File: config.mk
export PLATFORM = sky130hd
export DESIGN_NAME = fpsc_top
export DESIGN_NICKNAME = d
export VERILOG_FILES = /design/src/hdl/fpsc_pkg.sv /design/src/hdl/fpsc_top.sv /design/src/hdl/fpsc_tick.sv /design/src/hdl/fpsc_regs.sv
export VERILOG_INCLUDE_DIRS = /design/src /design/src/hdl
export SDC_FILE = /design/constraint.sdc
export NUM_CORES = 1
export LEC_CHECK = 0
export ABC_AREA = 1
export BUFFER_PORTS_ARGS = -buffer_cell sky130_fd_sc_hd__buf_2
export CAP_MARGIN = 20
export CORE_MARGIN = 5
export CORE_UTILIZATION = 60
export CTS_CLUSTER_DIAMETER = 50
export CTS_CLUSTER_SIZE = 14
export DETAILED_ROUTE_END_ITERATION = 16
export PLACE_DENSITY = 0.89
export SKIP_CTS_REPAIR_TIMING = 1
export SYNTH_ARGS = -nofsm -noshare
export SYNTH_HDL_FRONTEND = slang
export SYNTH_SLANG_ARGS = --single-unit
File: constraint.sdc
create_clock -name clk -period 4.6 [get_ports clk]
set_input_delay 0.69 -clock clk [delete_from_list [all_inputs] [get_ports clk]]
set_output_delay 0.69 -clock clk [all_outputs]
set_load 0.01 [all_outputs]
File: src/hdl/fpsc_cfg.svh
// Purpose: constants for finger presence status and soft tap detection
// Assumes: 200 MHz clk, register port driven by the serial engine
// Notes: tick is the unit of all time registers
`ifndef FPSC_CFG_SVH
`define FPSC_CFG_SVH

`define FPSC_ADDR_STATUS    8'h7a
`define FPSC_ADDR_CTRL      8'h7b
`define FPSC_ADDR_HOLD      8'h7c
`define FPSC_ADDR_WINDOW    8'h7d
`define FPSC_ADDR_LIMIT     8'h7e
`define FPSC_ADDR_FLAGS     8'h7f

`define FPSC_RST_STATUS     8'h00
`define FPSC_RST_CTRL       8'h25
`define FPSC_RST_HOLD       8'h45
`define FPSC_RST_WINDOW     8'h1e
`define FPSC_RST_LIMIT      8'h19
`define FPSC_RST_FLAGS      8'h00

`define FPSC_CTRL_SINGLE    0
`define FPSC_CTRL_DOUBLE    1
`define FPSC_CTRL_HOLD      2
`define FPSC_CTRL_LVL_LO    4
`define FPSC_CTRL_LVL_HI    6
`define FPSC_CTRL_MASK      8'h77
`define FPSC_FLAG_SINGLE    0
`define FPSC_FLAG_DOUBLE    1
`define FPSC_FLAG_HOLD      2

`define FPSC_FINGER_SCALE   3
`define FPSC_QUALITY_SCALE  2

`define FPSC_CLK_MHZ        200
`define FPSC_TICK_US        1000
`define FPSC_TICK_CYCLES    (`FPSC_TICK_US * `FPSC_CLK_MHZ)

`endif

File: src/hdl/fpsc_pkg.sv
// Purpose: types for soft tap detection
// Assumes: nothing
// Notes: state codes are binary
package fpsc_pkg;
	typedef enum logic [2:0] {
		FPSC_IDLE   = 3'b000,
		FPSC_PRESS1 = 3'b001,
		FPSC_WAIT2  = 3'b010,
		FPSC_PRESS2 = 3'b011,
		FPSC_HELD   = 3'b100
	} fpsc_state_t;
endpackage

File: src/hdl/fpsc_top.sv
// Purpose: finger presence status and soft tap gesture detection
// Assumes: finger and motion inputs come from logic on clk
// Notes: deltas arrive already at 500 cpi; time registers count ticks
`timescale 1ns/10ps
`include "fpsc_cfg.svh"
module fpsc_top import fpsc_pkg::*; #(
	parameter int TICK_CYCLES = `FPSC_TICK_CYCLES
) (
	// clock and reset
	input  wire logic       clk,
	input  wire logic       resetn,
	// register port from the serial engine
	input  wire logic [7:0] reg_addr,
	input  wire logic       reg_wr,
	input  wire logic       reg_rd,
	input  wire logic [7:0] reg_wdata,
	output logic      [7:0] reg_rdata,
	// finger detect logic
	input  wire logic       finger_present_flag,
	input  wire logic [3:0] finger_hyst_bound,
	input  wire logic [2:0] quality_hyst_bound,
	// motion samples, signed, 500 cpi
	input  wire logic       motion_valid,
	input  wire logic [7:0] delta_x,
	input  wire logic [7:0] delta_y,
	// derived thresholds and gesture flags
	output logic      [6:0] finger_hyst_threshold,
	output logic      [4:0] quality_hyst_threshold,
	output logic      [2:0] gesture_flags
);
	function automatic logic [7:0] mag8(input logic [7:0] v);
		mag8 = v[7] ? 8'(~v + 8'h01) : v;
	endfunction

	function automatic logic [7:0] sat_inc8(input logic [7:0] v);
		sat_inc8 = (v == 8'hff) ? v : v + 8'h01;
	endfunction

	fpsc_state_t state_reg;
	fpsc_state_t state_next;
	logic [7:0]  status_reg;
	logic [7:0]  timer_reg;
	logic [7:0]  timer_next;
	logic [9:0]  sum_reg;
	logic [9:0]  sum_next;
	logic [2:0]  flag_set;
	logic [7:0]  ctrl_reg;
	logic [7:0]  hold_reg;
	logic [7:0]  window_reg;
	logic [7:0]  limit_reg;
	logic [2:0]  flags_reg;
	logic        tick;

	fpsc_tick #(
		.TICK_CYCLES (TICK_CYCLES)
	) u_tick (
		.clk    (clk),
		.resetn (resetn),
		.tick   (tick)
	);

	fpsc_regs u_regs (
		.clk          (clk),
		.resetn       (resetn),
		.reg_addr     (reg_addr),
		.reg_wr       (reg_wr),
		.reg_rd       (reg_rd),
		.reg_wdata    (reg_wdata),
		.reg_rdata    (reg_rdata),
		.status_value (status_reg),
		.flag_set     (flag_set),
		.ctrl_reg     (ctrl_reg),
		.hold_reg     (hold_reg),
		.window_reg   (window_reg),
		.limit_reg    (limit_reg),
		.flags_reg    (flags_reg)
	);

	wire       single_en  = ctrl_reg[`FPSC_CTRL_SINGLE];
	wire       double_en  = ctrl_reg[`FPSC_CTRL_DOUBLE];
	wire       hold_en    = ctrl_reg[`FPSC_CTRL_HOLD];
	wire [2:0] hold_timer_reset_level = ctrl_reg[`FPSC_CTRL_LVL_HI:`FPSC_CTRL_LVL_LO];

	// deltas are taken as 500 cpi counts whatever resolution is reported
	wire [8:0] sample_mag = {1'b0, mag8(delta_x)} + {1'b0, mag8(delta_y)};
	wire [9:0] sum_add    = sum_reg + {1'b0, sample_mag};
	// saturate so a long drag never wraps back under the limit
	wire [9:0] sum_acc    = (sum_add < sum_reg) ? 10'h3ff : sum_add;
	wire       motion_ok  = sum_reg < {2'b00, limit_reg};
	// jitter above the reset level restarts the hold wait
	wire       hold_jolt  = motion_valid && (sample_mag > {6'b00_0000, hold_timer_reset_level});
	wire       hold_due   = timer_reg >= hold_reg;
	wire       window_out = timer_reg >= window_reg;
	wire [7:0] timer_inc  = tick ? sat_inc8(timer_reg) : timer_reg;

	always_comb begin
		state_next = state_reg;
		timer_next = timer_inc;
		sum_next   = sum_reg;
		flag_set   = 3'b000;
		case (state_reg)
			FPSC_IDLE: begin
				timer_next = 8'h00;
				sum_next   = 10'h000;
				if (finger_present_flag)
					state_next = FPSC_PRESS1;
			end
			FPSC_PRESS1: begin
				if (motion_valid)
					sum_next = sum_acc;
				if (hold_jolt)
					timer_next = 8'h00;
				if (!finger_present_flag) begin
					timer_next = 8'h00;
					state_next = FPSC_IDLE;
					if (motion_ok && double_en)
						state_next = FPSC_WAIT2;
					else if (motion_ok && single_en)
						flag_set[`FPSC_FLAG_SINGLE] = 1'b1;
				end else if (hold_en && hold_due && motion_ok) begin
					flag_set[`FPSC_FLAG_HOLD] = 1'b1;
					state_next = FPSC_HELD;
				end
			end
			FPSC_WAIT2: begin
				if (finger_present_flag && !window_out) begin
					state_next = FPSC_PRESS2;
					sum_next   = 10'h000;
				end else if (window_out) begin
					state_next = FPSC_IDLE;
					flag_set[`FPSC_FLAG_SINGLE] = single_en;
				end
			end
			FPSC_PRESS2: begin
				if (motion_valid)
					sum_next = sum_acc;
				if (!finger_present_flag) begin
					state_next = FPSC_IDLE;
					flag_set[`FPSC_FLAG_DOUBLE] = motion_ok;
				end
			end
			FPSC_HELD: begin
				if (!finger_present_flag)
					state_next = FPSC_IDLE;
			end
			default: begin
				state_next = FPSC_IDLE;
			end
		endcase
	end

	always_ff @(posedge clk) begin
		if (!resetn) begin
			state_reg <= FPSC_IDLE;
			timer_reg <= 8'h00;
			sum_reg   <= 10'h000;
		end else begin
			state_reg <= state_next;
			timer_reg <= timer_next;
			sum_reg   <= sum_next;
		end
	end

	always_ff @(posedge clk) begin
		if (!resetn) begin
			status_reg             <= `FPSC_RST_STATUS;
			finger_hyst_threshold  <= 7'h00;
			quality_hyst_threshold <= 5'h00;
			gesture_flags          <= 3'b000;
		end else begin
			status_reg             <= {finger_hyst_bound, quality_hyst_bound, finger_present_flag};
			finger_hyst_threshold  <= {finger_hyst_bound, 3'b000};
			quality_hyst_threshold <= {quality_hyst_bound, 2'b00};
			gesture_flags          <= flags_reg;
		end
	end
endmodule

File: src/hdl/fpsc_tick.sv
// Purpose: one-cycle tick enable from clk
// Assumes: TICK_CYCLES at least 2
// Notes: free running, restarts at reset
`timescale 1ns/10ps
module fpsc_tick #(
	parameter int TICK_CYCLES = 200000
) (
	// clock and reset
	input  wire logic clk,
	input  wire logic resetn,
	// tick enable
	output logic      tick
);
	logic [31:0] cnt_reg;
	wire         wrap = (cnt_reg == 32'(TICK_CYCLES - 1));

	always_ff @(posedge clk) begin
		if (!resetn) begin
			cnt_reg <= 32'h0000_0000;
			tick    <= 1'b0;
		end else begin
			cnt_reg <= wrap ? 32'h0000_0000 : cnt_reg + 32'h0000_0001;
			tick    <= wrap;
		end
	end
endmodule

File: src/hdl/fpsc_regs.sv
// Purpose: register file for presence status and soft tap settings
// Assumes: one access per cycle from the serial engine
// Notes: read data registered, unmapped reads return zero
`timescale 1ns/10ps
`include "fpsc_cfg.svh"
module fpsc_regs import fpsc_pkg::*; (
	// clock and reset
	input  wire logic       clk,
	input  wire logic       resetn,
	// register port
	input  wire logic [7:0] reg_addr,
	input  wire logic       reg_wr,
	input  wire logic       reg_rd,
	input  wire logic [7:0] reg_wdata,
	output logic      [7:0] reg_rdata,
	// status in, gesture events in
	input  wire logic [7:0] status_value,
	input  wire logic [2:0] flag_set,
	// settings and sticky gesture flags out
	output logic      [7:0] ctrl_reg,
	output logic      [7:0] hold_reg,
	output logic      [7:0] window_reg,
	output logic      [7:0] limit_reg,
	output logic      [2:0] flags_reg
);
	wire       hit_ctrl   = reg_wr && (reg_addr == `FPSC_ADDR_CTRL);
	wire       hit_hold   = reg_wr && (reg_addr == `FPSC_ADDR_HOLD);
	wire       hit_window = reg_wr && (reg_addr == `FPSC_ADDR_WINDOW);
	wire       hit_limit  = reg_wr && (reg_addr == `FPSC_ADDR_LIMIT);
	wire       hit_flags  = reg_wr && (reg_addr == `FPSC_ADDR_FLAGS);
	// host may only clear; a new event in the same cycle wins
	wire [2:0] flags_next = (hit_flags ? (flags_reg & reg_wdata[2:0]) : flags_reg) | flag_set;
	logic [7:0] rd_mux;

	always_comb begin
		if (reg_addr == `FPSC_ADDR_STATUS)
			rd_mux = status_value;
		else if (reg_addr == `FPSC_ADDR_CTRL)
			rd_mux = ctrl_reg;
		else if (reg_addr == `FPSC_ADDR_HOLD)
			rd_mux = hold_reg;
		else if (reg_addr == `FPSC_ADDR_WINDOW)
			rd_mux = window_reg;
		else if (reg_addr == `FPSC_ADDR_LIMIT)
			rd_mux = limit_reg;
		else if (reg_addr == `FPSC_ADDR_FLAGS)
			rd_mux = {5'b0_0000, flags_reg};
		else
			rd_mux = 8'h00;
	end

	always_ff @(posedge clk) begin
		if (!resetn) begin
			ctrl_reg   <= `FPSC_RST_CTRL;
			hold_reg   <= `FPSC_RST_HOLD;
			window_reg <= `FPSC_RST_WINDOW;
			limit_reg  <= `FPSC_RST_LIMIT;
			flags_reg  <= 3'b000;
			reg_rdata  <= 8'h00;
		end else begin
			if (hit_ctrl)
				ctrl_reg <= reg_wdata & `FPSC_CTRL_MASK;
			if (hit_hold)
				hold_reg <= reg_wdata;
			if (hit_window)
				window_reg <= reg_wdata;
			if (hit_limit)
				limit_reg <= reg_wdata;
			flags_reg <= flags_next;
			if (reg_rd)
				reg_rdata <= rd_mux;
		end
	end
endmodule

# Word-level counts from Yosys, hierarchy flattened
# Cells that the tools add are included.
op_classes:
  n_reduce_logical: 19
  mux: 37
  bitwise: 5
  eq_ne: 18
  addsub: 6
  magnitude_cmp: 5
ops:
  columns: ["cell", "count"]
  rows:
  - ["8-bit 2-to-1 mux", 11]
  - ["8-bit by 7-bit == test with 1-bit output (second input constant)", 6]
  - ["32-bit by 1-bit adder with 32-bit output (second input constant)", 1]
  - ["32-bit by 18-bit == test with 1-bit output (second input constant)", 1]
  - ["10-bit 2-to-1 mux", 3]
  - ["10-bit one-hot mux with 3 select lines", 1]
  - ["8-bit by 1-bit adder with 8-bit output (second input constant)", 3]
  - ["3-bit 2-to-1 mux", 8]
  - ["8-bit >= comparator", 2]
  - ["8-bit inverter", 2]
  - ["8-bit one-hot mux with 2 select lines", 1]
  - ["3-bit one-hot mux with 4 select lines", 1]
  - ["1-bit logical AND", 11]
  - ["10-bit by 9-bit adder with 10-bit output", 1]
  - ["10-bit less-than comparator", 1]
  - ["10-bit by 8-bit less-than comparator with 1-bit output", 1]
  - ["1-bit 2-to-1 mux", 10]
  - ["8-bit by 8-bit adder with 9-bit output", 1]
  - ["9-bit by 3-bit greater-than comparator with 1-bit output", 1]
  - ["8-bit == test (second input constant)", 1]
  - ["3-bit by 2-bit == test with 1-bit output (second input constant)", 2]
  - ["2-bit != test (second input constant)", 3]
  - ["3-bit != test (second input constant)", 2]
  - ["2-bit OR reduction", 3]
  - ["other kinds (13)", 13]
totals:
  in_bits: 45
  ff_bits: 118
  output_inout_bits: 23
  word_cells: 107

# Logic depth before layout (Yosys ltp)
depth:
  word_depth: 9
  mapped_depth: 32
  depth_no_buf: 32

# By module
# From an unflattened synthesis, not the netlist that was laid out.
hier_totals:
  hier_cells: 1122
  hier_area_um2: 7279.5
by_module_without_submodules:
  columns: ["mod", "instances", "area_each_um2", "cells_per_inst", "seq_area_each_um2"]
  rows:
  - ["fpsc_top", 1, 3493.4, 533, 640.6]
  - ["fpsc_tick", 1, 1920.6, 319, 660.6]
  - ["fpsc_regs", 1, 1865.5, 270, 820.8]

# Least setup slack after synthesis
# OpenSTA, ideal clock, no wires.
synth_path:
  path_type: "input port to flip-flop"
  startpoint: "input port delta_x[1]"
  endpoint: "register sum_reg[0]"
  arrival_ps: 4159
  path_slack_ps: 370
  setup_ps: 70
  path_stages: 28
  n_path_buf: 0
  t_required_ps: 4530
  path_cell_list: "inv_1 -> ha_1 -> nand2_1 -> o21ai_0 -> inv_1 -> fa_1 -> o21ai_1 -> xor2_1 -> ha_1 -> a21oi_1 -> o21ai_0 -> a21oi_1 -> xor2_1 -> inv_1 -> ha_1 -> nand2_1 -> inv_1 -> a21oi_1 -> nand2_1 -> nand2_1 -> nand2_1 -> nand2_1 -> nand2_1 -> nand3_1 -> nand2_1 -> nand2_1 -> nand2_1 -> a21oi_1"
synth_via:
  elab_chain_cells: 9
synth_rtl:
  columns: ["element", "line", "text"]
  rows:
  - ["from (decl)", "fpsc_top.sv:24", "input wire logic [7:0] delta_x,"]
  - ["8-bit inverter", "fpsc_top.sv:32", "mag8 = v[7] ? 8'(~v + 8'h01) : v;"]
  - ["8-bit by 1-bit adder with 8-bit output", "fpsc_top.sv:32", null]
  - ["8-bit 2-to-1 mux *", "fpsc_top.sv:32", null]
  - ["8-bit by 8-bit adder with 9-bit output *", "fpsc_top.sv:85", "wire [8:0] sample_mag = {1'b0, mag8(delta_x)} + {1'b0, mag8(delta_y)};"]
  - ["10-bit by 9-bit adder with 10-bit output *", "fpsc_top.sv:86", "wire [9:0] sum_add = sum_reg + {1'b0, sample_mag};"]
  - ["10-bit less-than comparator *", "fpsc_top.sv:88", "wire [9:0] sum_acc = (sum_add < sum_reg) ? 10'h3ff : sum_add;"]
  - ["10-bit 2-to-1 mux *", "fpsc_top.sv:88", null]
  - ["10-bit 2-to-1 mux *", "fpsc_top.sv:109, fpsc_top.sv:135", null]
  - ["10-bit one-hot mux with 3 select lines *", "fpsc_top.sv:101", "case (state_reg)"]
  - ["to (signal assigned)", "fpsc_top.sv:160", "sum_reg <= sum_next;"]
  - ["to (decl)", "fpsc_top.sv:44", "logic [9:0] sum_reg;"]
# Every way passes the cells marked *; elsewhere a longest branch is shown, timed or not. The select of a mux whose other input is x is not followed.
# A chain may end at the register's enable or synchronous reset.

# Final worst setup path
layout_path:
  startpoint: "input port delta_x[0]"
  endpoint: "register sum_reg[8]"
layout_via:
  elab_chain_cells: 9
layout_rtl:
  columns: ["element", "line"]
  rows:
  - ["8-bit inverter", "fpsc_top.sv:32"]
  - ["8-bit by 1-bit adder with 8-bit output", "fpsc_top.sv:32"]
  - ["8-bit 2-to-1 mux *", "fpsc_top.sv:32"]
  - ["8-bit by 8-bit adder with 9-bit output *", "fpsc_top.sv:85"]
  - ["10-bit by 9-bit adder with 10-bit output *", "fpsc_top.sv:86"]
  - ["10-bit less-than comparator", "fpsc_top.sv:88"]
  - ["10-bit 2-to-1 mux *", "fpsc_top.sv:88"]
  - ["10-bit 2-to-1 mux *", "fpsc_top.sv:109, fpsc_top.sv:135"]
  - ["10-bit one-hot mux with 3 select lines *", "fpsc_top.sv:101"]
# Marks and branches as above.

==> metrics.txt <==
worst-case clock buffer depth 2; reg-to-reg critical path startpoint sum_reg[0]$_SDFFE_PN0P_; GRT Util Overall 23.5%; portion of netlist area occupied by mux cells 0%; post-synthesis share of cell area spent on full adders, half adders and majority gates a little over a tenth; vias per cell 5.42; count of unresolved DRC violations after routing 0; setup slack at placement -0.102 ns; area share of xor/xnor cells in the synthesized design under 10%; final worst-path cycle share 92.2%; total of warnings raised by yosys 0; number of failing setup endpoints in the final timing report 0; mapped cell area approximately 6800 sq um; most used standard cells in the synthesized netlist nand2_1 (218), inv_1 (177), dfxtp_1 (106); Floorplan Core Area 11300 sq um; count of antenna diodes in the layout 0; WP data required 4.87 ns; number of maximum-capacitance violations 0; number of hold-slack violations in the final timing report 0; number of flops mapped to enable cells by yosys 0; max-slew violation count 0; Crit-path slowest cell ha_1; WHS Endpoint gesture_flags[0]$_SDFF_PN0_; cell with the most instances after synthesis nand2_1; upper clock frequency limit about 240 MHz; result of the run finished clean; clock transition at the registers of the reported paths 0.07 ns; ys async rst share 0%; Synth Area in Simple Gates 28.1%; end of the worst register-to-register path sum_reg[8]$_SDFFE_PN0P_; slowest stage delay, CP 0.37 ns; Worst Hold Class reg2reg; share of the core filled with cells in the final layout between 60% and 70%; layout cell share with drive strength beyond 1 11.5%; via count between 6000 and 7000; final design instance area without fill roughly 7600 sq um; # rows 39; clock tree from TritonCTS done; area fraction of the dominant cell type after synthesis approximately 31%; peak fanout along the critical path 9; Seq/Total Area, Yosys between 30% and 40%; drt wl/cell 13.1 microns; category of the critical setup timing path in2reg; Cell Area, Placed 7240 sq um; pwr/cell area 343 nW/um^2; initial DRC count 540; hold slack final 0.466 ns; clock latency reported for the late side of the worst-skew pair approximately 0.35 ns; global-route congestion overflow total 0; Synth cell types 46; remaining antenna violation count 0; sinks on the clock net 106; buffers added on ports 62; Synth-to-Final Area Change 11.6%; Mean Syn Cell Area 6.81 sq um; final WL roughly 16 mm; Least-Margin Pin Slew 0.993 ns; first-pass iteration count of the detailed router 5; CP bufs+invs 3; number of flip-flops under the largest register name 32; Worst R2R Setup Slack 1.53 ns; worst slew margin relative to its limit about 33%; worst hold path startpoint u_regs.flags_reg[0]$_SDFF_PN0_; minimum clock period after layout 4.24 ns; synthesis-stage register bit count 106; final setup margin 0.360 ns; initial antenna violation count 0; cell count after synthesis 1002; largest delay contributor family on the critical path simple AND/OR/NAND/NOR gates; Top FF cell, synth dfxtp_1; fillcell total approximately 930; overall die width 117 microns; most used cell, CP nand2_1; HPWL reported at the end of detailed placement around 12 mm; synthesized-area fraction occupied by ao, oa, aoi and oai cells between 10% and 20%; TritonCTS Buffers 9; number of levels the H-tree was split into 3; weighted congestion at the end of routability-driven global placement slightly below 0.9; CTS root buffer clkbuf_16; main combinational cell family by area after synthesis simple AND/OR/NAND/NOR gates; final-stage net count 1166; overall die area between 10000 and 15000 sq um; final setup skew 0.00980 ns; peak supply drop 0.283 mV; summed negative setup slack over all endpoints 0 ns; static leakage around 3.6 nW; data arrival time of the critical path 4.51 ns; largest net degree at the start of global routing 41; endpoint class of the critical path flip-flop; leading area contributor after synthesis dfxtp_1; top area cells in the synthesized netlist dfxtp_1 (31%), nand2_1 (12%), ha_1 (9.9%), inv_1 (9.7%), a21oi_1 (7.0%); IO Pins 68; worst-case reg-to-reg path depth 21; starting density of the core 60.5%; wire length of the first global-routing pass 26.3 mm; via count of the first global-routing pass 6109; hold depth 2; die boundary height 117 microns; startpoint kind of the worst setup timing path primary input
## logic make-up (layout without fill, tap and decap cells)
family,after synthesis,in the layout
AO/OA/AOI/OAI,187,187
XOR/XNOR,27,27
adder cells (fa/ha/maj),56,56
AND/OR/NAND/NOR,422,422
other,1,5
buffers and inverters,203,267
flip-flops,106,106
## per-stage QoR
stage | total power [mW] | std cells
6_report | 2.61 | 1213
5_1_grt | 2.80 | 1213
4_1_cts | 2.56 | 1210
3_5_place_dp | 1.79 | 1194
3_3_place_gp | 1.76 | 1194
2_1_floorplan | 1.59 | 1006
## per-layer routing
metal / vias up / track usage (%) / part of all wire [%]
met5: - / 0 / 0
met4: 0 / 9.94 / 2.4
met3: 32 / 3.06 / 4.4
met2: 163 / 40.0 / 49
met1: 3017 / 30.0 / 44
li1: 3366 / - / -
## worst min-delay path: stages, from the launching register on
cell and delay, ns:
dfxtp_1 0.32, nand2_1 0.06, inv_1 0.04
## cell type report
type	count	area [sq um]	area share, %
multi-input cells	697	3950	51.8
flip-flops and latches	106	2120	27.9
inverters	178	668	8.78
repair buffers	73	393	5.16
clock buffers	11	243	3.19
well taps	143	179	2.35
clock inverters	5	62.6	0.822
## where the power goes
group / switching [mW] / internal (mW) / total, mW / leakage, nW
combinational: 0.509 / 0.339 / 0.847 / 2.60
sequential: 0.0314 / 0.948 / 0.979 / 0.859
clock: 0.343 / 0.440 / 0.783 / 0.142
total: 0.883 / 1.73 / 2.61 / 3.60
## how the worst max path moves through the flow
stage | from | cells past startpoint | slack (ns) | to
2_1_floorplan | delta_x[1] | 28 | 0.37 | sum_reg[0]$_SDFFE_PN0P_
3_3_place_gp | delta_x[0] | 29 | 0.05 | sum_reg[0]$_SDFFE_PN0P_
3_5_place_dp | delta_x[0] | 29 | -0.10 | sum_reg[1]$_SDFFE_PN0P_
4_1_cts | delta_x[0] | 29 | 0.24 | sum_reg[1]$_SDFFE_PN0P_
5_1_grt | delta_x[0] | 29 | -0.11 | sum_reg[6]$_SDFFE_PN0P_
6_report | delta_x[0] | 28 | 0.36 | sum_reg[8]$_SDFFE_PN0P_
## cells in the final DEF, fill, tap and decap left out, types with 19 or more instances in the layout
master | Yosys | routed
o21ai_0 | 57 | 54
a21oi_1 | 95 | 93
nor3_1 | 19 | 19
dfxtp_1 | 106 | 106
nand3_1 | 45 | 45
nor2_1 | 77 | 77
xor2_1 | 19 | 19
ha_1 | 54 | 53
nand2_1 | 218 | 216
buf_2 | 5 | 62
inv_1 | 177 | 177
(Power assumes the default switching activity.)
